**config.mk**
```make
export PLATFORM = sky130hd
export DESIGN_NAME = lcr_regs
export DESIGN_NICKNAME = d
export VERILOG_FILES = /design/src/core/lcr_pkg.sv /design/src/core/lcr_regs.sv
export SDC_FILE = /design/constraint.sdc
export NUM_CORES = 1
export LEC_CHECK = 0
export ABC_AREA = 1
export BUFFER_PORTS_ARGS = -buffer_cell sky130_fd_sc_hd__clkbuf_2
export CORE_MARGIN = 10
export CORE_UTILIZATION = 59
export CTS_CLUSTER_DIAMETER = 60
export DETAILED_ROUTE_END_ITERATION = 10
export PLACE_DENSITY = 0.87
export SYNTH_ARGS = -nofsm -noshare
export SYNTH_HDL_FRONTEND = slang
export SYNTH_SLANG_ARGS = --single-unit
```
**constraint.sdc**
```tcl
create_clock -name CLK -period 4.8 [get_ports CLK]
set_clock_uncertainty 0.1 [all_clocks]
set_input_delay 0 -clock CLK [delete_from_list [all_inputs] [get_ports CLK]]
set_output_delay 0 -clock CLK [all_outputs]
set_load 0.005 [all_outputs]
```
**src/core/lcr_pkg.sv**
```systemverilog
// Register map, field positions and encodings for the layer channel register bank.
// Assumes a byte-addressed plain register port; offsets below are byte addresses.
package lcr_pkg;
    localparam int ADDR_W = 32;
    localparam logic [31:0] OFF_BASE_CFG1 = 32'hF8038070;
    localparam logic [31:0] OFF_ROW_STRIDE = 32'hF8038074;
    localparam logic [31:0] OFF_DEF_COLOUR = 32'hF8038078;
    localparam logic [31:0] OFF_PATH_SEL = 32'hF803807C;
    localparam logic [31:0] OFF_CH_ENABLE = 32'hF8038100;
    localparam logic [31:0] OFF_CH_DISABLE = 32'hF8038104;
    localparam logic [31:0] OFF_CH_STATE = 32'hF8038108;
    localparam logic [31:0] OFF_IRQ_ENABLE = 32'hF803810C;
    localparam logic [31:0] OFF_IRQ_DISABLE = 32'hF8038110;
    localparam logic [31:0] OFF_IRQ_MASK = 32'hF8038114;
    localparam logic [31:0] OFF_IRQ_FLAGS = 32'hF8038118;
    // Base configuration 1 fields
    localparam int POS_PAL_ON = 0;
    localparam int POS_PAL_DEPTH = 8;
    // Default colour fields
    localparam int POS_RED = 16;
    localparam int POS_GREEN = 8;
    localparam int POS_BLUE = 0;
    // Path select fields
    localparam int POS_DMA_PATH = 8;
    localparam int POS_REPLICATE = 9;
    // Channel enable / state fields
    localparam int POS_CH_ON = 0;
    localparam int POS_UPDATE = 1;
    localparam int POS_QHEAD = 2;
    // Channel disable fields
    localparam int POS_GRACEFUL = 0;
    localparam int POS_ABORT = 8;
    // Interrupt source field: bits 6..2
    localparam int IRQ_LSB = 2;
    localparam int IRQ_N = 5;
    localparam int SRC_EOT = 0;
    localparam int SRC_DESCRIPTOR_LOADED = 1;
    localparam int SRC_HEAD = 2;
    localparam int SRC_EOL = 3;
    localparam int SRC_OVF = 4;
    localparam logic [31:0] RESET_WORD = 32'h00000000;
    // Palette depth codes
    localparam logic [1:0] PAL_1BPP = 2'h0;
    localparam logic [1:0] PAL_2BPP = 2'h1;
    localparam logic [1:0] PAL_4BPP = 2'h2;
    localparam logic [1:0] PAL_8BPP = 2'h3;
    localparam logic [3:0] BPP_1 = 4'h1;
    localparam logic [3:0] BPP_2 = 4'h2;
    localparam logic [3:0] BPP_4 = 4'h4;
    localparam logic [3:0] BPP_8 = 4'h8;
    localparam int COMP_W = 8;
endpackage

```
**src/core/lcr_regs.sv**
```systemverilog
// Register bank and channel control for the base layer and overlay-1 layer DMA channels.
// Assumes a plain register port synchronous to CLK and a DMA engine that reports events as pulses.
//
// The implementer's own choice: strobed register access.
`timescale 1ns/1ps
`default_nettype none

module lcr_regs
(
    // Clock and reset
    input wire logic CLK,
    input wire logic RST,
    // Register port
    input wire logic [31:0] ADDR,
    input wire logic [31:0] WDATA,
    input wire logic WR,
    input wire logic RD,
    output logic [31:0] RDATA,
    // Base layer configuration to pixel path
    input wire logic BASE_ROW_DONE,
    input wire logic [31:0] BASE_ROW_ADDR_START,
    output logic [31:0] BASE_ROW_ADDR,
    output logic BASE_DMA_ON,
    output logic BASE_PAL_MODE,
    output logic [3:0] BASE_PAL_BPP,
    input wire logic [7:0] PIX_RED,
    input wire logic [7:0] PIX_GREEN,
    input wire logic [7:0] PIX_BLUE,
    input wire logic [3:0] PIX_COMP_BITS,
    output logic [23:0] BASE_PIXEL,
    // Overlay-1 channel control to DMA engine
    input wire logic OVL_SOF,
    input wire logic OVL_EOF,
    input wire logic OVL_HEAD_ADDED,
    output logic OVL_CHANNEL_ON,
    output logic OVL_ABORT,
    output logic OVL_APPLY_ATTR,
    output logic OVL_QUEUE_HEAD,
    // Overlay-1 events
    input wire logic EV_EOT,
    input wire logic EV_DESCRIPTOR_LOADED,
    input wire logic EV_HEAD,
    input wire logic EV_EOL,
    input wire logic EV_OVF,
    output logic OVL_IRQ
);

    localparam int N = lcr_pkg::IRQ_N;
    // Local widths and fill values, so the logic below holds no bare figures
    localparam int DEPTH_W = 2;
    localparam int PIX_W = 3 * lcr_pkg::COMP_W;
    localparam logic [3:0] BPP_NONE = 4'h0;
    localparam logic [3:0] COMP_FULL = 4'h8;
    localparam logic [3:0] COMP_NONE = 4'h0;
    localparam logic [23:0] PIX_ZERO = 24'h000000;
    localparam logic [31:0] WORD_ZERO = 32'h00000000;

    // Every output comes from a register or a plain decode of registers, so
    // the DMA engine sees no combinational path from the register port.
    // OVL_APPLY_ATTR is the exception: it is gated by the frame-start strobe
    // so that the engine can take the new attributes in that same cycle.

    logic pal_on_r;
    logic [1:0] pal_depth_r;
    logic [31:0] stride_r;
    logic [23:0] colour_r;
    logic dma_path_r;
    logic rep_r;
    logic [31:0] row_addr_r;
    logic ch_on_r;
    logic graceful_r;
    logic upd_r;
    logic qh_r;
    logic abort_r;
    logic [N-1:0] mask_r;
    logic [N-1:0] flags_r;
    logic [N-1:0] flags_nxt;
    logic [31:0] rdata_r;

    // Address decode; only full-address matches count, so aliases are unmapped
    wire wr_cfg1 = WR && (ADDR == lcr_pkg::OFF_BASE_CFG1);
    wire wr_stride = WR && (ADDR == lcr_pkg::OFF_ROW_STRIDE);
    wire wr_colour = WR && (ADDR == lcr_pkg::OFF_DEF_COLOUR);
    wire wr_path = WR && (ADDR == lcr_pkg::OFF_PATH_SEL);
    wire wr_channel_on = WR && (ADDR == lcr_pkg::OFF_CH_ENABLE);
    wire wr_graceful_off = WR && (ADDR == lcr_pkg::OFF_CH_DISABLE);
    wire wr_ien = WR && (ADDR == lcr_pkg::OFF_IRQ_ENABLE);
    wire wr_idis = WR && (ADDR == lcr_pkg::OFF_IRQ_DISABLE);
    wire rd_flags = RD && (ADDR == lcr_pkg::OFF_IRQ_FLAGS);

    wire set_on = wr_channel_on && WDATA[lcr_pkg::POS_CH_ON];
    wire set_upd = wr_channel_on && WDATA[lcr_pkg::POS_UPDATE];
    wire set_qh = wr_channel_on && WDATA[lcr_pkg::POS_QHEAD];
    wire set_grace = wr_graceful_off && WDATA[lcr_pkg::POS_GRACEFUL];
    wire do_abort = wr_graceful_off && WDATA[lcr_pkg::POS_ABORT];
    wire [N-1:0] ien_bits = WDATA[lcr_pkg::IRQ_LSB +: N];
    // Event vector in flag-bit order, lowest source first
    wire [N-1:0] events;
    assign events[lcr_pkg::SRC_EOT] = EV_EOT;
    assign events[lcr_pkg::SRC_DESCRIPTOR_LOADED] = EV_DESCRIPTOR_LOADED;
    assign events[lcr_pkg::SRC_HEAD] = EV_HEAD;
    assign events[lcr_pkg::SRC_EOL] = EV_EOL;
    assign events[lcr_pkg::SRC_OVF] = EV_OVF;
    wire end_grace = graceful_r && OVL_EOF;

    // Palette depth decode, only meaningful in palette mode
    logic [3:0] bpp;
    always_comb
    begin
        unique case (pal_depth_r)
            lcr_pkg::PAL_1BPP: bpp = lcr_pkg::BPP_1;
            lcr_pkg::PAL_2BPP: bpp = lcr_pkg::BPP_2;
            lcr_pkg::PAL_4BPP: bpp = lcr_pkg::BPP_4;
            lcr_pkg::PAL_8BPP: bpp = lcr_pkg::BPP_8;
        endcase
    end
    assign BASE_PAL_MODE = pal_on_r;
    assign BASE_PAL_BPP = pal_on_r ? bpp : BPP_NONE;

    // Component expansion: input holds the component right-aligned in PIX_COMP_BITS bits
    function automatic logic [7:0] expand(input logic [7:0] c, input logic [3:0] w,
                                          input logic msb_replicate);
        logic [7:0] sh;
        logic [3:0] pad;
        // Widths outside one to eight are not meaningful; replication is skipped
        pad = COMP_FULL - w;
        sh = c << pad;
        if (msb_replicate && (w != COMP_NONE) && (w < COMP_FULL))
            sh[0] = sh[lcr_pkg::COMP_W - 1];
        return sh;
    endfunction

    // Expanded stream components and default components
    wire [7:0] dma_red = expand(PIX_RED, PIX_COMP_BITS, rep_r);
    wire [7:0] dma_green = expand(PIX_GREEN, PIX_COMP_BITS, rep_r);
    wire [7:0] dma_blue = expand(PIX_BLUE, PIX_COMP_BITS, rep_r);
    wire [7:0] default_red = colour_r[lcr_pkg::POS_RED +: lcr_pkg::COMP_W];
    wire [7:0] default_green = colour_r[lcr_pkg::POS_GREEN +: lcr_pkg::COMP_W];
    wire [7:0] default_blue = colour_r[lcr_pkg::POS_BLUE +: lcr_pkg::COMP_W];
    wire [23:0] dma_pix = {dma_red, dma_green, dma_blue};
    wire [23:0] def_pix = {default_red, default_green, default_blue};
    assign BASE_DMA_ON = dma_path_r;

    // Base configuration registers, one short block per register
    always_ff @(posedge CLK)
    begin
        if (RST)
        begin
            pal_on_r <= 1'b0;
            pal_depth_r <= 2'h0;
        end
        else if (wr_cfg1)
        begin
            pal_on_r <= WDATA[lcr_pkg::POS_PAL_ON];
            pal_depth_r <= WDATA[lcr_pkg::POS_PAL_DEPTH +: DEPTH_W];
        end
    end

    always_ff @(posedge CLK)
    begin
        if (RST)
            stride_r <= lcr_pkg::RESET_WORD;
        else if (wr_stride)
            stride_r <= WDATA;
    end

    always_ff @(posedge CLK)
    begin
        if (RST)
            colour_r <= PIX_ZERO;
        else if (wr_colour)
            colour_r <= WDATA[PIX_W-1:0];
    end

    always_ff @(posedge CLK)
    begin
        if (RST)
        begin
            dma_path_r <= 1'b0;
            rep_r <= 1'b0;
        end
        else if (wr_path)
        begin
            dma_path_r <= WDATA[lcr_pkg::POS_DMA_PATH];
            rep_r <= WDATA[lcr_pkg::POS_REPLICATE];
        end
    end

    // Row address walker; steps on BASE_ROW_DONE, else reloads the frame base while the DMA path is off.
    // The sum wraps at the top of the address space, as the engine expects.
    always_ff @(posedge CLK)
    begin
        if (RST)
            row_addr_r <= lcr_pkg::RESET_WORD;
        else if (BASE_ROW_DONE)
            row_addr_r <= row_addr_r + stride_r;
        else if (!dma_path_r)
            row_addr_r <= BASE_ROW_ADDR_START;
    end
    assign BASE_ROW_ADDR = row_addr_r;

    // Output pixel, registered so downstream sees a settled word each cycle
    always_ff @(posedge CLK)
    begin
        if (RST)
            BASE_PIXEL <= PIX_ZERO;
        else
            BASE_PIXEL <= dma_path_r ? dma_pix : def_pix;
    end

    // Overlay-1 channel state; abort beats every pending request
    always_ff @(posedge CLK)
    begin
        if (RST)
            abort_r <= 1'b0;
        else
            abort_r <= do_abort;
    end

    always_ff @(posedge CLK)
    begin
        if (RST || do_abort)
            ch_on_r <= 1'b0;
        else if (set_on)
            ch_on_r <= 1'b1;
        else if (end_grace)
            ch_on_r <= 1'b0;
    end

    // A frame end drops the graceful request unless a new one is written in that cycle, so a stale one cannot fire later
    always_ff @(posedge CLK)
    begin
        if (RST || do_abort)
            graceful_r <= 1'b0;
        else if (set_grace)
            graceful_r <= 1'b1;
        else if (OVL_EOF)
            graceful_r <= 1'b0;
    end

    // A new request in the cycle the old one completes stays pending
    always_ff @(posedge CLK)
    begin
        if (RST || do_abort)
            upd_r <= 1'b0;
        else if (set_upd)
            upd_r <= 1'b1;
        else if (OVL_SOF)
            upd_r <= 1'b0;
    end

    always_ff @(posedge CLK)
    begin
        if (RST || do_abort)
            qh_r <= 1'b0;
        else if (set_qh)
            qh_r <= 1'b1;
        else if (OVL_HEAD_ADDED)
            qh_r <= 1'b0;
    end
    assign OVL_CHANNEL_ON = ch_on_r;
    assign OVL_ABORT = abort_r;
    assign OVL_APPLY_ATTR = upd_r && OVL_SOF;
    assign OVL_QUEUE_HEAD = qh_r;

    // Interrupt mask and clear-on-read flags, per source
    genvar gi;
    generate
        for (gi = 0; gi < N; gi++)
        begin : g_src
            // Set beats the read clear so no event is lost
            assign flags_nxt[gi] = events[gi] | (flags_r[gi] & ~rd_flags);
            always_ff @(posedge CLK)
            begin
                if (RST)
                    flags_r[gi] <= 1'b0;
                else
                    flags_r[gi] <= flags_nxt[gi];
            end
            always_ff @(posedge CLK)
            begin
                if (RST)
                    mask_r[gi] <= 1'b0;
                else if (wr_ien && ien_bits[gi])
                    mask_r[gi] <= 1'b1;
                else if (wr_idis && ien_bits[gi])
                    mask_r[gi] <= 1'b0;
            end
        end
    endgenerate
    assign OVL_IRQ = |(flags_r & mask_r);

    // Read selects; write-only and unmapped addresses match none and read zero
    wire rsel_cfg1 = (ADDR == lcr_pkg::OFF_BASE_CFG1);
    wire rsel_stride = (ADDR == lcr_pkg::OFF_ROW_STRIDE);
    wire rsel_colour = (ADDR == lcr_pkg::OFF_DEF_COLOUR);
    wire rsel_path = (ADDR == lcr_pkg::OFF_PATH_SEL);
    wire rsel_state = (ADDR == lcr_pkg::OFF_CH_STATE);
    wire rsel_mask = (ADDR == lcr_pkg::OFF_IRQ_MASK);
    wire rsel_flags = (ADDR == lcr_pkg::OFF_IRQ_FLAGS);

    // Readback words with unused bits at zero
    logic [31:0] cfg1_word;
    logic [31:0] colour_word;
    logic [31:0] path_word;
    logic [31:0] state_word;
    logic [31:0] mask_word;
    logic [31:0] flags_word;
    always_comb
    begin
        cfg1_word = WORD_ZERO;
        cfg1_word[lcr_pkg::POS_PAL_ON] = pal_on_r;
        cfg1_word[lcr_pkg::POS_PAL_DEPTH +: DEPTH_W] = pal_depth_r;
        colour_word = WORD_ZERO;
        colour_word[PIX_W-1:0] = colour_r;
        path_word = WORD_ZERO;
        path_word[lcr_pkg::POS_DMA_PATH] = dma_path_r;
        path_word[lcr_pkg::POS_REPLICATE] = rep_r;
        state_word = WORD_ZERO;
        state_word[lcr_pkg::POS_CH_ON] = ch_on_r;
        state_word[lcr_pkg::POS_UPDATE] = upd_r;
        state_word[lcr_pkg::POS_QHEAD] = qh_r;
        mask_word = WORD_ZERO;
        mask_word[lcr_pkg::IRQ_LSB +: N] = mask_r;
        flags_word = WORD_ZERO;
        flags_word[lcr_pkg::IRQ_LSB +: N] = flags_r;
    end

    // Selects are mutually exclusive, so gating and OR-ing is the mux
    wire [31:0] rd_mux = ({32{rsel_cfg1}} & cfg1_word)
                       | ({32{rsel_stride}} & stride_r)
                       | ({32{rsel_colour}} & colour_word)
                       | ({32{rsel_path}} & path_word)
                       | ({32{rsel_state}} & state_word)
                       | ({32{rsel_mask}} & mask_word)
                       | ({32{rsel_flags}} & flags_word);

    // Read data stand for one cycle only and are zero otherwise
    always_ff @(posedge CLK)
    begin
        if (RST)
            rdata_r <= WORD_ZERO;
        else if (RD)
            rdata_r <= rd_mux;
        else
            rdata_r <= WORD_ZERO;
    end
    assign RDATA = rdata_r;

endmodule // lcr_regs

`default_nettype wire

```
==> summary.md <==
| Metric | Value |
|---|---|
| Status | finished clean |
| M2 GR Usage | 53.58% |
| H-tree levels | 4 |
| Count of final setup violators | 0 |
| Final Non-Filler Cells | 2042 |
| Instance count on the critical path | 13 |
| Global route hottest layer | met2 |
| Post-layout min period | 3.216 ns |
| Met3 track utilization from global routing | 6.972% |
| Power after layout | 0.003226 W |
| FF+latch count, synth | 164 |
| CP Class | primary input to flip-flop |
| Comb power frac | 12.0% |
| Share of layout cells above drive strength 1 | 16.61% |
| Post-synth EDFFs | 0 |
| Synthesis-to-finish area growth | 30.27% |
| Bufs and invs on worst path | 5 |
| Crit path from | ADDR[0] |
| Worst hold path class | primary input to flip-flop |
| Post-DP HPWL | 25210 um |
| Worst-Margin Slew | 1.203 ns |
| Top cells by area, synth | dfxtp_1 (34%), nand2_1 (19%), a21oi_1 (7.7%) |
| Reg-to-reg slack, setup | 1.66 ns |
| First drt pass iteration count | 6 |
| Worst-path clk slew | 0.07 ns |
| PD cells | 259.3 nW/um^2 |
| Async SR Flop Fraction | 0% |
| TritonCTS clock tree | yes |
| Flop pwr share | 43.5% |
| Post-Syn Instances | 1507 |
| Lkg Pwr | 6.268 nW |
| Pins over their slew limit | 0 |
| Sw Pwr | 0.0008726 W |
| Worst skew pair latency | 0.44 ns |
| Remaining antenna violation count | 0 |
| Arrival time worst endpoint | 3.50 ns |
| Max-Cap Viols | 0 |
| Critical Path Source Type | primary input |
| CP max stage cell | nor3_2 |
| Post-Syn Nets | 1677 |
| CTS Root Cell | clkbuf_16 |
| Violation count after the first detailed-route iteration | 1412 |
| CP peak stage delay | 0.96 ns |
| Seq/Total Area, Yosys | 34.38% |
| Post-route clock period utilization | 67.00% |
| CP endpoint kind | flip-flop |
| Filler Cells Inserted | 1183 |
| Fin util | 78.31% |
| Largest net degree at the start of global routing | 76 |
| Ys Warns | 0 |
| Rows | 46 |
| Vert. Die Dim | 147.2 um |
| Routability cong. | 0.9604 |
| Initial Util | 60.11% |
| Vias in the first global route | 11117 |
| R2r endpoint | BASE_ROW_ADDR[1] |
| Grt met1 use | 38.25% |
| Max_slew headroom | 19.59% |
| Worst setup path end | RDATA[2] |
| GR Util All Layers | 31.90% |
| Worst min-delay path startpoint | PIX_RED[2] |
| Die area | 21670 um^2 |
| Placed cell count | 1905 |
| Fin. Hold Viols | 0 |
| Peak VDD IR | 278.0 uV |
| Avg Inst Size Synth | 6.337 um^2 |
| Mapped Area | 9549 um^2 |
| Cell Chain, Critical Path | dlygate4sd3_1, clkbuf_2, nor2_1, dlygate4sd3_1, inv_2, nor3_4, buf_4, nand2_1, nor3_2, nand2_1, nand3_1, nor2_1, nor2_1 |
| Delay-heaviest family, CP | simple AND/OR/NAND/NOR gates |
| Fmax | 0.3109 GHz |
| Post-synthesis cell type count | 44 |
| Remaining DRCs | 0 |
| Fin area | 12440 um^2 |
| Die width | 147.2 um |
| Worst r2r src | BASE_DMA_ON |
| Setup TNS | 0 ns |
| Sw frac | 27.05% |
| Synth top area share | 34.38% |
| First-pass GRT wire length | 56780 um |
| Internal Power | 0.002353 W |
| RSZ-0062 raised after global routing | no |
| Antenna violations before repair | 2 |
| Worst EP required | 5.08 ns |
| DP Area | 10790 um^2 |
| Grt total ovfl | 0 |
| Core area | 15890 um^2 |
| Clk sinks | 164 |
| Crit-path max FO | 16 |
| Max clock buf depth | 2 |
| # port buffers | 235 |
| Via count | 11473 |
| Synth Flop Type | dfxtp_1 |
| Final nets | 1981 |
| Crit path top cell by count | nor2_1 |
| Leading area contributor after synthesis | dfxtp_1 |
| Clock power share | 44.4% |
| Postcts setup bufs | 0 |
| Detailed-route wire length per cell | 17.68 um |
| Final WL | 36110 um |
| Worst r2r path cells | 7 |
| Top-Level Pins | 236 |
| Num CTS Buffers | 17 |
| Vias/cell | 5.619 |
[area by class of cell]
type | count | area [um^2] | area share [%]
antenna | 2 | 5.005 | 0.04023
clock buffer | 19 | 442.9 | 3.561
clock inverter | 13 | 166.4 | 1.338
inverter | 196 | 735.7 | 5.914
multi-input combinational | 1085 | 5261 | 42.30
sequential | 164 | 3283 | 26.39
tap | 216 | 270.3 | 2.173
timing repair buffer | 347 | 2275 | 18.29
[what timing repair did]
action	CTS	global route
hold endpoints to repair	122	0
hold buffers	103	0
resized for setup	0	0
[worst min-delay path, cell delays in order]
cell	delay [ns]
clkbuf_2	0.09
mux2i_1	0.08
nand2_1	0.06
nand3_1	0.05
o21ai_0	0.07
nand2_1	0.05
a21oi_1	0.10
[cell families (layout without fill, tap and decap cells)]
kind of cell    Yosys count  count (layout)  share of synthesized area [%]
compound gates          292             292                          16.22
xor+xnor                 16              16                          1.468
fa+ha+maj                33              33                          4.402
buf+inv                 258             575                          10.65
flops                   164             164                          34.38
mux                       4               4                         0.4193
other cells               0               2                              0
simple gates            740             740                          32.46
[layout by cell type (no fill, tap or decap), drive strengths merged, types with 2 or more instances in the layout]
master,instances
a21o,2
a21oi,154
a31oi,5
buf,9
bufinv,2
clkbuf,254
clkinv,5
dfxtp,164
diode,2
dlygate4sd3,103
ha,32
inv,201
mux2i,4
nand2,481
nand3,90
nand3b,2
nand4,17
nor2,107
nor3,32
nor3b,4
nor4,2
o211ai,8
o21ai,113
o21bai,3
o221ai,2
o22ai,3
or2,3
xnor2,2
xor2,14
[synth_stat cells, drive strengths merged (3+ instances only)]
library cell / instances
o22ai: 3
o21bai: 3
nand2: 481
nand3: 90
nor3: 32
o21ai: 113
a31oi: 5
nor2: 107
inv: 195
or2: 3
nor3b: 4
nand4: 17
buf: 21
o211ai: 8
xor2: 14
dfxtp: 164
mux2i: 4
clkbuf: 41
a21oi: 154
ha: 32
[state kept, by name (all words and copies together), names as in the netlist]
signal	flops
BASE_ROW_ADDR	32
RDATA	32
stride_r	32
BASE_PIXEL	24
colour_r	24
flags_r	5
mask_r	5
pal_depth_r	2
BASE_DMA_ON	1
BASE_PAL_MODE	1
OVL_ABORT	1
OVL_CHANNEL_ON	1
OVL_QUEUE_HEAD	1
graceful_r	1
rep_r	1
upd_r	1
[power groups by stage]
| stage | registers [W] | logic, W | clock network, W |
|---|---|---|---|
| floorplan | 0.00143 | 0.000185 | 0 |
| global placement | 0.00143 | 0.000306 | 0 |
| detailed placement | 0.00143 | 0.000312 | 0 |
| CTS | 0.00140 | 0.000376 | 0.00142 |
| global route | 0.00140 | 0.000426 | 0.00149 |
| finish | 0.00140 | 0.000389 | 0.00143 |
[per-layer routing]
layer	part of all wire (%)	vias to the layer above
met3	9.7	163
met4	4.6	0
li1	-	5456
met1	39	5148
met5	0	-
met2	47	706
[metrics by stage]
stage / hold slack, ns / worst slack (ns)
finish: 0.01684 / 1.584
detailed placement: 0.1197 / 1.797
global route: 0.04768 / 1.229
floorplan: -0.02101 / 2.849
global placement: 0.1072 / 1.899
CTS: 0.003266 / 1.683
[how the worst min path moves through the flow]
stage,end,cells after the start
finish,BASE_PIXEL[20],7
global route,RDATA[26],3
CTS,pal_depth_r[1],5
detailed placement,flags_r[0],3
global placement,flags_r[0],3
floorplan,OVL_APPLY_ATTR,2
(Power assumes the default switching activity.)
